[src/core/pxs_pkg.sv]
// Operation
// - Answer only target address 0x41
// - Word access: command, low byte, high
// - Read uses repeated start; host NACKs high
// - Acknowledge address, command and written bytes
// - Result in 12-bit or 16-bit full scale
// - Reading flag register clears pending interrupt
// - Interrupt above high or below low threshold
// - Raise only after persistence count met
// - Flag register records which threshold fired
// - Subtract 16-bit crosstalk cancellation level
// - Logic mode gives plain near level
// - Smart persistence shortens response time
// - Duty ratio and integration time pace measurement
// - Code 3 low byte timing, reset 0x01
// - Code 3 high byte width, trigger
// - Code 4 feature and current bytes, reset zero
// - Bit 1 approach, bit 0 depart
// - Trigger field: off, approach, depart, both
// - Persistence field selects 1 to 4
// - Width bit: clear 12-bit, set 16-bit
`default_nettype none
package pxs_pkg;
	localparam logic [6:0] DEV_ADDR = 7'h41;
	localparam logic [3:0] BYTE_BITS = 4'h8;
	localparam logic [7:0] CMD_RSVD0 = 8'h00;
	localparam logic [7:0] CMD_CONF12 = 8'h03;
	localparam logic [7:0] CMD_CONF3MS = 8'h04;
	localparam logic [7:0] CMD_CANCEL = 8'h05;
	localparam logic [7:0] CMD_THR_LO = 8'h06;
	localparam logic [7:0] CMD_THR_HI = 8'h07;
	localparam logic [7:0] CMD_DATA1 = 8'h08;
	localparam logic [7:0] CMD_FLAGS = 8'h0d;
	localparam logic [7:0] CMD_ID = 8'h0e;
	localparam logic [7:0] RST_RSVD0 = 8'h01;
	localparam logic [7:0] RST_CONF1 = 8'h01;
	localparam logic [7:0] RST_CONF2 = 8'h00;
	localparam logic [7:0] RST_CONF3 = 8'h00;
	localparam logic [7:0] RST_MS = 8'h00;
	localparam logic [15:0] RST_WORD = 16'h0000;
	localparam logic [7:0] MS_WR_MASK = 8'h7f;
	// Arbitrary identification value
	localparam logic [7:0] DEV_ID_LOW = 8'h5a;
	localparam logic [7:0] DEV_ID_HIGH = 8'h00;
	localparam int CONF1_DUTY_LSB = 6;
	localparam int CONF1_PERS_LSB = 4;
	localparam int CONF1_IT_LSB = 1;
	localparam int CONF1_SD_BIT = 0;
	localparam int CONF2_RES_BIT = 3;
	localparam int CONF2_TRIG_LSB = 0;
	localparam int CONF3_LOWI_BIT = 7;
	localparam int CONF3_SEL_LSB = 5;
	localparam int CONF3_SMART_BIT = 4;
	localparam int CONF3_FORCE_BIT = 3;
	localparam int CONF3_TRIG_BIT = 2;
	localparam int CONF3_LOGIC_BIT = 1;
	localparam int MS_CUR_LSB = 0;
	localparam int FLAG_APPROACH_BIT = 1;
	localparam int FLAG_DEPART_BIT = 0;
	localparam logic [1:0] TRIG_APPROACH = 2'h1;
	localparam logic [1:0] TRIG_DEPART = 2'h2;
	localparam logic [15:0] FULL_SCALE_12 = 16'h0fff;
	localparam int CLK_PERIOD_NS = 20;
	localparam int HALF_T_NS = 500;
	localparam int HALF_T_CYC_DEF = (HALF_T_NS + CLK_PERIOD_NS - 1)
		/ CLK_PERIOD_NS;
	localparam int DUTY_BASE = 40;
	typedef struct packed {
		logic [1:0] duty;
		logic [1:0] pers;
		logic [2:0] it;
		logic shutdown;
		logic res16;
		logic [1:0] trig_sel;
		logic smart;
		logic force_mode;
		logic force_go;
		logic logic_mode;
	} pxs_cfg_type;
	typedef struct packed {
		logic [15:0] result;
		logic approach;
		logic depart;
		logic near;
		logic done;
	} pxs_meas_type;
	// Integration window in half units of T
	function automatic logic [4:0] it_halves(input logic [2:0] code);
		case (code)
			3'h0: it_halves = 5'h02;
			3'h1: it_halves = 5'h03;
			3'h2: it_halves = 5'h04;
			3'h3: it_halves = 5'h05;
			3'h4: it_halves = 5'h06;
			3'h5: it_halves = 5'h07;
			3'h6: it_halves = 5'h08;
			default: it_halves = 5'h10;
		endcase
	endfunction
endpackage
`default_nettype wire

[src/core/pxs_meas.sv]
`timescale 1ns/10ps
`default_nettype none
module pxs_meas
	import pxs_pkg::*;
#(
	parameter int HALF_T_CYC = HALF_T_CYC_DEF
) (
	input wire logic ref_clk, // System clock
	input wire logic rst, // Async reset, high
	input wire pxs_cfg_type cfg, // Live configuration
	input wire logic [15:0] cancel, // Crosstalk level
	input wire logic [15:0] thr_lo, // Lower threshold
	input wire logic [15:0] thr_hi, // Upper threshold
	input wire logic [15:0] adc_data, // Front-end count
	output logic emitter_on, // Emitter window
	output logic force_taken, // Forced run started
	output pxs_meas_type meas // Result and events
);
	typedef enum logic [1:0] {
		M_IDLE = 2'h1,
		M_INTEG = 2'h2
	} pxs_meas_state_type;
	pxs_meas_state_type state_q;
	logic [23:0] win_cyc;
	logic [23:0] period_cyc;
	logic [23:0] timer_q;
	logic [15:0] val;
	logic start, sample, above, below, app_now, dep_now;
	logic [2:0] hi_cnt_q, lo_cnt_q;
	logic fast_q, near_q, app_q, dep_q, done_q;
	logic [15:0] result_q;

	assign win_cyc = 24'(it_halves(cfg.it)) * 24'(HALF_T_CYC);
	assign period_cyc = win_cyc * (24'(DUTY_BASE) << cfg.duty);
	assign start = state_q == M_IDLE && !cfg.shutdown &&
		(cfg.force_mode ? cfg.force_go : (timer_q == 24'h0 || fast_q));
	assign force_taken = start && cfg.force_mode;
	assign sample = state_q == M_INTEG && timer_q == 24'h0;

	always_comb begin
		val = adc_data > cancel ? adc_data - cancel : 16'h0000;
		if (!cfg.res16 && val > FULL_SCALE_12) begin
			val = FULL_SCALE_12;
		end
	end
	assign above = val > thr_hi;
	assign below = val < thr_lo;
	assign app_now = sample && !near_q && above &&
		hi_cnt_q == {1'b0, cfg.pers};
	assign dep_now = sample && near_q && below &&
		lo_cnt_q == {1'b0, cfg.pers};

	// ----------------------------------------
	// Measurement pacing
	// ----------------------------------------
	always_ff @(posedge ref_clk or posedge rst) begin
		if (rst) begin
			state_q <= M_IDLE;
			timer_q <= 24'h0;
			emitter_on <= 1'b0;
		end else begin
			case (state_q)
				M_IDLE: begin
					if (start) begin
						state_q <= M_INTEG;
						timer_q <= win_cyc - 24'h1;
						emitter_on <= 1'b1;
					end else if (timer_q != 24'h0) begin
						timer_q <= timer_q - 24'h1;
					end
				end
				M_INTEG: begin
					if (timer_q == 24'h0) begin
						state_q <= M_IDLE;
						emitter_on <= 1'b0;
						timer_q <= period_cyc - win_cyc - 24'h1;
					end else begin
						timer_q <= timer_q - 24'h1;
					end
				end
				default: begin
					state_q <= M_IDLE;
				end
			endcase
		end
	end

	// ----------------------------------------
	// Persistence and hysteresis
	// ----------------------------------------
	always_ff @(posedge ref_clk or posedge rst) begin
		if (rst) begin
			hi_cnt_q <= 3'h0;
			lo_cnt_q <= 3'h0;
			near_q <= 1'b0;
			fast_q <= 1'b0;
			app_q <= 1'b0;
			dep_q <= 1'b0;
			done_q <= 1'b0;
			result_q <= 16'h0000;
		end else begin
			app_q <= app_now;
			dep_q <= dep_now;
			done_q <= sample;
			if (start) begin
				fast_q <= 1'b0;
			end
			if (sample) begin
				result_q <= val;
				hi_cnt_q <= above ? hi_cnt_q + 3'h1 : 3'h0;
				lo_cnt_q <= below ? lo_cnt_q + 3'h1 : 3'h0;
				if (app_now) begin
					near_q <= 1'b1;
				end
				if (dep_now) begin
					near_q <= 1'b0;
				end
				fast_q <= cfg.smart && !app_now && !dep_now &&
					(near_q ? below : above);
			end
		end
	end
	assign meas = '{result: result_q, approach: app_q, depart: dep_q,
		near: near_q, done: done_q};
endmodule
`default_nettype wire

[src/core/pxs_top.sv]
`timescale 1ns/10ps
`default_nettype none
module pxs_top
	import pxs_pkg::*;
#(
	parameter int HALF_T_CYC = HALF_T_CYC_DEF
) (
	input wire logic ref_clk, // 50 MHz clock
	input wire logic rst, // Async reset, high
	input wire logic scl_in, // Bus clock pin
	input wire logic sda_in, // Bus data pin level
	output logic sda_out, // Data drive level
	output logic sda_oe_n, // Low while pulling data
	input wire logic [15:0] adc_data, // Front-end count
	output logic int_n, // Interrupt or near level
	output logic emitter_on, // Emitter pulse window
	output logic [1:0] emitter_sel, // Emitter select
	output logic [2:0] emitter_current, // Current code
	output logic emitter_low_current // Tenth current
);
	typedef enum logic [8:0] {
		S_IDLE = 9'h001,
		S_ADDR = 9'h002,
		S_ACK_ADDR = 9'h004,
		S_CMD = 9'h008,
		S_ACK_CMD = 9'h010,
		S_WDATA = 9'h020,
		S_ACK_WR = 9'h040,
		S_RDATA = 9'h080,
		S_ACK_RD = 9'h100
	} pxs_i2c_state_type;

	pxs_i2c_state_type state_q;
	logic scl_s1_q, scl_s2_q, scl_s3_q;
	logic sda_s1_q, sda_s2_q, sda_s3_q;
	logic scl_rise, scl_fall, start_det, stop_det;
	logic [3:0] bit_cnt_q;
	logic [7:0] shift_q, tx_q, cmd_q, low_buf_q;
	logic rw_q, byte_hi_q, mack_q, sda_oe_n_q;
	logic wr_word, flag_read, byte_full;
	logic [15:0] word, rd_word;
	logic [7:0] conf1_q, conf2_q, conf3_q, ms_q;
	logic [15:0] cancel_q, thr_lo_q, thr_hi_q;
	logic [1:0] flags_q;
	logic int_n_q, set_app, set_dep;
	logic [1:0] emit_idx;
	logic [15:0] result_q [3];
	pxs_cfg_type cfg;
	pxs_meas_type meas;
	logic force_taken;

	// ----------------------------------------
	// Pin synchronisers and bus events
	// ----------------------------------------
	always_ff @(posedge ref_clk or posedge rst) begin
		if (rst) begin
			{scl_s3_q, scl_s2_q, scl_s1_q} <= 3'h7;
			{sda_s3_q, sda_s2_q, sda_s1_q} <= 3'h7;
		end else begin
			{scl_s3_q, scl_s2_q, scl_s1_q} <= {scl_s2_q, scl_s1_q, scl_in};
			{sda_s3_q, sda_s2_q, sda_s1_q} <= {sda_s2_q, sda_s1_q, sda_in};
		end
	end

	assign scl_rise = scl_s2_q && !scl_s3_q;
	assign scl_fall = !scl_s2_q && scl_s3_q;
	// Data moves while clock stays high
	assign start_det = scl_s2_q && scl_s3_q && sda_s3_q && !sda_s2_q;
	assign stop_det = scl_s2_q && scl_s3_q && !sda_s3_q && sda_s2_q;
	assign byte_full = bit_cnt_q == BYTE_BITS;

	// ----------------------------------------
	// Target protocol engine
	// ----------------------------------------
	always_ff @(posedge ref_clk or posedge rst) begin
		if (rst) begin
			state_q <= S_IDLE;
			bit_cnt_q <= 4'h0;
			shift_q <= 8'h00;
			tx_q <= 8'hff;
			rw_q <= 1'b0;
			byte_hi_q <= 1'b0;
			mack_q <= 1'b0;
			sda_oe_n_q <= 1'b1;
		end else if (stop_det) begin
			state_q <= S_IDLE;
			sda_oe_n_q <= 1'b1;
		end else if (start_det) begin
			state_q <= S_ADDR;
			bit_cnt_q <= 4'h0;
			sda_oe_n_q <= 1'b1;
		end else if (scl_rise) begin
			if (state_q == S_ADDR || state_q == S_CMD ||
				state_q == S_WDATA) begin
				shift_q <= {shift_q[6:0], sda_s2_q};
				bit_cnt_q <= bit_cnt_q + 4'h1;
			end
			if (state_q == S_ACK_RD) begin
				mack_q <= !sda_s2_q;
			end
		end else if (scl_fall) begin
			case (state_q)
				S_ADDR: begin
					if (byte_full) begin
						if (shift_q[7:1] == DEV_ADDR) begin
							state_q <= S_ACK_ADDR;
							sda_oe_n_q <= 1'b0;
							rw_q <= shift_q[0];
						end else begin
							state_q <= S_IDLE;
						end
					end
				end
				S_ACK_ADDR: begin
					byte_hi_q <= 1'b0;
					if (rw_q) begin
						state_q <= S_RDATA;
						sda_oe_n_q <= rd_word[7];
						tx_q <= {rd_word[6:0], 1'b1};
						bit_cnt_q <= 4'h1;
					end else begin
						state_q <= S_CMD;
						sda_oe_n_q <= 1'b1;
						bit_cnt_q <= 4'h0;
					end
				end
				S_CMD, S_WDATA: begin
					if (byte_full) begin
						state_q <= state_q == S_CMD ? S_ACK_CMD : S_ACK_WR;
						sda_oe_n_q <= 1'b0;
					end
				end
				S_ACK_CMD, S_ACK_WR: begin
					state_q <= S_WDATA;
					sda_oe_n_q <= 1'b1;
					bit_cnt_q <= 4'h0;
					byte_hi_q <= state_q == S_ACK_WR && !byte_hi_q;
				end
				S_RDATA: begin
					if (byte_full) begin
						state_q <= S_ACK_RD;
						sda_oe_n_q <= 1'b1;
					end else begin
						sda_oe_n_q <= tx_q[7];
						tx_q <= {tx_q[6:0], 1'b1};
						bit_cnt_q <= bit_cnt_q + 4'h1;
					end
				end
				S_ACK_RD: begin
					if (mack_q && !byte_hi_q) begin
						state_q <= S_RDATA;
						byte_hi_q <= 1'b1;
						sda_oe_n_q <= rd_word[15];
						tx_q <= {rd_word[14:8], 1'b1};
						bit_cnt_q <= 4'h1;
					end else begin
						state_q <= S_IDLE;
						sda_oe_n_q <= 1'b1;
					end
				end
				default: begin
					state_q <= S_IDLE;
					sda_oe_n_q <= 1'b1;
				end
			endcase
		end
	end
	assign sda_out = 1'b0;
	assign sda_oe_n = sda_oe_n_q;

	// ----------------------------------------
	// Command code and low byte capture
	// ----------------------------------------
	always_ff @(posedge ref_clk or posedge rst) begin
		if (rst) begin
			cmd_q <= CMD_RSVD0;
			low_buf_q <= 8'h00;
		end else begin
			if (scl_fall && state_q == S_CMD && byte_full) begin
				cmd_q <= shift_q;
			end
			if (scl_fall && state_q == S_WDATA && byte_full &&
				!byte_hi_q) begin
				low_buf_q <= shift_q;
			end
		end
	end
	assign wr_word = scl_fall && state_q == S_WDATA && byte_full &&
		byte_hi_q;
	assign word = {shift_q, low_buf_q};

	// ----------------------------------------
	// Configuration registers
	// ----------------------------------------
	always_ff @(posedge ref_clk or posedge rst) begin
		if (rst) begin
			conf1_q <= RST_CONF1;
			conf2_q <= RST_CONF2;
			conf3_q <= RST_CONF3;
			ms_q <= RST_MS;
			cancel_q <= RST_WORD;
			thr_lo_q <= RST_WORD;
			thr_hi_q <= RST_WORD;
		end else begin
			if (wr_word) begin
				case (cmd_q)
					CMD_CONF12: begin
						conf1_q <= word[7:0];
						conf2_q <= word[15:8];
					end
					CMD_CONF3MS: begin
						conf3_q <= word[7:0];
						ms_q <= word[15:8] & MS_WR_MASK;
					end
					CMD_CANCEL: begin
						cancel_q <= word;
					end
					CMD_THR_LO: begin
						thr_lo_q <= word;
					end
					CMD_THR_HI: begin
						thr_hi_q <= word;
					end
					default: begin
					end
				endcase
			end
			// One-shot request returns to zero once taken
			if (force_taken) begin
				conf3_q[CONF3_TRIG_BIT] <= 1'b0;
			end
		end
	end

	assign cfg = '{
		duty: conf1_q[CONF1_DUTY_LSB +: 2],
		pers: conf1_q[CONF1_PERS_LSB +: 2],
		it: conf1_q[CONF1_IT_LSB +: 3],
		shutdown: conf1_q[CONF1_SD_BIT],
		res16: conf2_q[CONF2_RES_BIT],
		trig_sel: conf2_q[CONF2_TRIG_LSB +: 2],
		smart: conf3_q[CONF3_SMART_BIT],
		force_mode: conf3_q[CONF3_FORCE_BIT],
		force_go: conf3_q[CONF3_TRIG_BIT],
		logic_mode: conf3_q[CONF3_LOGIC_BIT]
	};
	assign emitter_sel = conf3_q[CONF3_SEL_LSB +: 2];
	assign emitter_low_current = conf3_q[CONF3_LOWI_BIT];
	assign emitter_current = ms_q[MS_CUR_LSB +: 3];

	pxs_meas #(
		.HALF_T_CYC(HALF_T_CYC)
	) u_meas (
		.ref_clk(ref_clk),
		.rst(rst),
		.cfg(cfg),
		.cancel(cancel_q),
		.thr_lo(thr_lo_q),
		.thr_hi(thr_hi_q),
		.adc_data(adc_data),
		.emitter_on(emitter_on),
		.force_taken(force_taken),
		.meas(meas)
	);

	// ----------------------------------------
	// Per-emitter result words
	// ----------------------------------------
	assign emit_idx = emitter_sel == 2'h3 ? 2'h2 : emitter_sel;
	for (genvar i = 0; i < 3; i++) begin : g_res
		always_ff @(posedge ref_clk or posedge rst) begin
			if (rst) begin
				result_q[i] <= RST_WORD;
			end else if (meas.done && emit_idx == 2'(i)) begin
				result_q[i] <= meas.result;
			end
		end
	end

	// ----------------------------------------
	// Read data selection
	// ----------------------------------------
	always_comb begin
		case (cmd_q)
			CMD_RSVD0: rd_word = {RST_RSVD0, RST_RSVD0};
			CMD_CONF12: rd_word = {conf2_q, conf1_q};
			CMD_CONF3MS: rd_word = {ms_q, conf3_q};
			CMD_CANCEL: rd_word = cancel_q;
			CMD_THR_LO: rd_word = thr_lo_q;
			CMD_THR_HI: rd_word = thr_hi_q;
			CMD_DATA1: rd_word = result_q[0];
			CMD_DATA1 + 8'h01: rd_word = result_q[1];
			CMD_DATA1 + 8'h02: rd_word = result_q[2];
			CMD_FLAGS: rd_word = {6'h00, flags_q, 8'h00};
			CMD_ID: rd_word = {DEV_ID_HIGH, DEV_ID_LOW};
			default: rd_word = 16'h0000;
		endcase
	end

	// ----------------------------------------
	// Interrupt flags and pin
	// ----------------------------------------
	assign set_app = meas.approach && cfg.trig_sel[0];
	assign set_dep = meas.depart && cfg.trig_sel[1];
	// High byte of the flag word is loaded for sending
	assign flag_read = scl_fall && state_q == S_ACK_RD && mack_q &&
		!byte_hi_q && cmd_q == CMD_FLAGS;

	always_ff @(posedge ref_clk or posedge rst) begin
		if (rst) begin
			flags_q <= 2'h0;
			int_n_q <= 1'b1;
		end else begin
			// New event wins over a clearing read
			flags_q[FLAG_APPROACH_BIT] <= set_app ||
				(flags_q[FLAG_APPROACH_BIT] && !flag_read);
			flags_q[FLAG_DEPART_BIT] <= set_dep ||
				(flags_q[FLAG_DEPART_BIT] && !flag_read);
			if (cfg.logic_mode) begin
				int_n_q <= !meas.near;
			end else begin
				int_n_q <= flags_q == 2'h0;
			end
		end
	end
	assign int_n = int_n_q;
endmodule
`default_nettype wire

[config.mk]
export PLATFORM = sky130hd
export DESIGN_NAME = pxs_top
export DESIGN_NICKNAME = d
export VERILOG_FILES = /design/src/core/pxs_pkg.sv /design/src/core/pxs_meas.sv /design/src/core/pxs_top.sv
export SDC_FILE = /design/constraint.sdc
export NUM_CORES = 1
export LEC_CHECK = 0
export BUFFER_PORTS_ARGS = -buffer_cell sky130_fd_sc_hd__buf_2
export CAP_MARGIN = 20
export CORE_ASPECT_RATIO = 1.1
export CORE_MARGIN = 8
export CORE_UTILIZATION = 40
export DETAILED_ROUTE_END_ITERATION = 10
export PLACE_DENSITY_LB_ADDON = 0.12
export SYNTH_ARGS = -nofsm -noshare
export SYNTH_HDL_FRONTEND = slang
export SYNTH_SLANG_ARGS = --single-unit
export TNS_END_PERCENT = 100
[constraint.sdc]
create_clock -name ref_clk -period 9.7 [get_ports ref_clk]
set_input_delay 0.97 -clock ref_clk [delete_from_list [all_inputs] [get_ports ref_clk]]
set_output_delay 0.97 -clock ref_clk [all_outputs]
set_load 0.02 [all_outputs]
==> summary.txt <==
outcome: completed
Synth Flop Type: dfrtp_1
clk buf depth: 3
Total Wirelength: 47700 microns
Hold Path Class: reg -> reg
worst path required time: 10.14 ns
R2R setup slack: 1.71 ns
synth top area cells: dfrtp_1 33%, ha_1 11%, mux2_2 7.4%, fa_1 4.8%, mux2_4 4.3%
Final Skew: 0.0247 ns
number of cells on the worst hold path: 0
Layout area overhead: 9.82%
fin worst setup slack: 1.71 ns
top cell type's share of synthesized area: 33.1%
reg2reg path depth: 28
DR vias/cell: 5.55
# resized after CTS: 0
grt total ovfl: 0
Synth async-reset ratio: 100%
Inst Count DP: 2230
Initial Util: 40.5%
routed via count: 12700
number of global-route vias before repair: 12800
postcts setup bufs: 0
synth unique cells: 80
post-synthesis cell count: 1687
mapped cell area: 16600 sq um
Final Hold Fails: 0
H-tree depth: 1
TritonCTS clock tree: done
core area: 41100 sq um
Max IR drop VDD: 0.153 mV
floorplan die width: 210 microns
Port Buf Inserts: 28
Ys Warns: 0
Slew HR: 27.6%
clock sink total: 238
io pins: 30
Slew @ Worst Pin: 1.09 ns
r2r endpoint: u_meas.timer_q[18]
DIE AREA: 48400 sq um
register area share after synthesis: 36.0%
CP Launch Type: flop
min Tclk post-route: 7.99 ns
Leakage Power: 8.70 nW
Tot Pwr: 0.00255 W
Final Max Tran Viols: 0
initial DRC count: 696
Hold Buf Count CTS: 0
Setup Viol. Count Final: 0
NumNets Final: 1901
FF+latch count, synth: 238
row count: 78
Mean Syn Cell Area: 9.86 sq um
Finished Layout Cells: 2280
number of flops mapped to enable cells by yosys: 0
CP max-delay cell: fa_1
antenna diode count: 0
Hold Crit Start: sda_s1_q
setup TNS: 0 ns
Pwr Density: 140 nW/um^2
Final period util: 82.4%
CP arrival: 8.43 ns
DP HPWL: 35900 microns
drt first pass iters: 5
r2r startpoint: conf1_q[3]
CP max FO: 12
Worst setup EP type: flop
area leader, netlist: dfrtp_1
gr usage total: 19.5%
Max stage delay on crit path: 0.63 ns
Avg WL per Cell: 20.9 microns
Num CTS Buffers: 28
Hold EP: sda_s2_q
largest net degree at the start of global routing: 101
clock root cell: clkbuf_16
routability cong.: 0.862
worst-skew pair later-pin latency: 0.56 ns
Routed Antenna Nets: 0
max-cap violations: 0
clock slew at reported path FFs: 0.05 ns
Die Y: 230 microns
global-route wire length before repair: 74200 microns
pre-CTS setup slack: 1.65 ns
most used cell, CP: inv_1
WS Path Type: reg -> reg
share of layout cells above drive strength 1: 17.2%
drt drc: 0
RSZ-0062 raised after global routing: false
initial antenna violation count: 0
Max Freq: 125 MHz
[synthesized netlist by cell type, types with 23 or more instances]
library cell,number
dfrtp_1,220
inv_1,165
ha_1,141
nor2_1,127
nand2_1,126
mux2_2,109
a21oi_1,83
o21ai_0,67
clkbuf_1,50
mux2_4,48
fa_1,40
nand3_1,37
nor3_1,35
a21o_1,34
xnor2_1,31
a22oi_1,27
xor2_1,23
[metrics by stage]
| stage | cell area [sq um] | hold slack, ns | utilization, % |
|---|---|---|---|
| 2_1_floorplan | 16700 | 0.345 | - |
| 3_3_place_gp | 17300 | 0.346 | 42.2 |
| 3_5_place_dp | 17300 | 0.347 | 42.2 |
| 4_1_cts | 18300 | 0.356 | 44.4 |
| 5_1_grt | 18300 | 0.365 | 44.4 |
| 6_report | 18300 | 0.355 | 44.4 |
[cell type report]
type	count	area, sq um
clock buffer	44	892
inverter	165	627
fill	4003	22800
tap	560	701
timing repair buffer	46	275
multi-input combinational	1221	9750
sequential	238	5980
clock inverter	6	36.3
[per-layer routing]
| metal | routed length [microns] | vias to the layer above | track usage (%) |
|---|---|---|---|
| li1 | - | 5969 | - |
| met1 | 20300 | 6336 | 23.8 |
| met2 | 23600 | 246 | 34.1 |
| met3 | 1530 | 99 | 2.33 |
| met4 | 2250 | 0 | 8.84 |
| met5 | 0 | - | 0 |
[critical path: cells and delay by family (launching register included)]
kind / cells / cell delay (ns)
flip-flops: 1 / 0.55
AO/OA/AOI/OAI: 7 / 2.19
buffers and inverters: 6 / 0.47
XOR/XNOR: 3 / 0.61
adder cells (fa/ha/maj): 8 / 3.40
AND/OR/NAND/NOR: 4 / 0.68
[cells by family (layout without fill, tap and decap cells)]
kind of cell    count (synthesis)  after routing  share of synthesized area [%]
simple gates                  444            444                           12.9
flops                         238            238                           36.0
fa+ha+maj                     181            181                           15.4
xor+xnor                       54             54                           2.84
other cells                     2             12                         0.0452
mux                           164            164                           12.1
compound gates                366            366                           14.9
buf+inv                       238            261                           5.78
[state kept, by name, summed over array words and instances, names as in the netlist, 2 cells and up]
signal	flops
bit_cnt_q	4
cancel_q	16
cmd_q	8
conf1_q	8
conf2_q	8
conf3_q	8
flags_q	2
low_buf_q	8
ms_q	7
result_q	48
shift_q	8
state_q	9
thr_hi_q	16
thr_lo_q	16
tx_q	7
u_meas.hi_cnt_q	3
u_meas.lo_cnt_q	3
u_meas.result_q	16
u_meas.state_q	2
u_meas.timer_q	24
[layout by cell type, fill, tap and decap left out, drive strengths merged, types with 34 or more instances in the layout]
cell / count
nor2: 127
inv: 165
mux2: 157
a21oi: 83
o21ai: 72
clkbuf: 44
dfrtp: 220
nor3: 38
buf: 46
a21o: 34
nand2: 131
nand3: 37
fa: 40
ha: 141
[worst max path at each step]
stage | to | slack, ns | depth (start not counted) | startpoint
after floorplan | bit_cnt_q[0] | 2.23 | 1 | rst
after global placement | u_meas.timer_q[18] | 1.80 | 28 | conf1_q[3]
after detailed placement | u_meas.timer_q[18] | 1.65 | 28 | conf1_q[3]
after CTS | u_meas.timer_q[18] | 1.64 | 28 | conf1_q[3]
after global routing | u_meas.timer_q[18] | 0.91 | 29 | conf1_q[3]
final | u_meas.timer_q[18] | 1.71 | 28 | conf1_q[3]
[report_power, final]
part / internal (W) / switching (W)
Sequential: 0.00105 / 0.0000706
Combinational: 0.000162 / 0.000228
Clock: 0.000626 / 0.000419
Total: 0.00184 / 0.000717
Note: power is estimated with default switching activity, not from simulation.
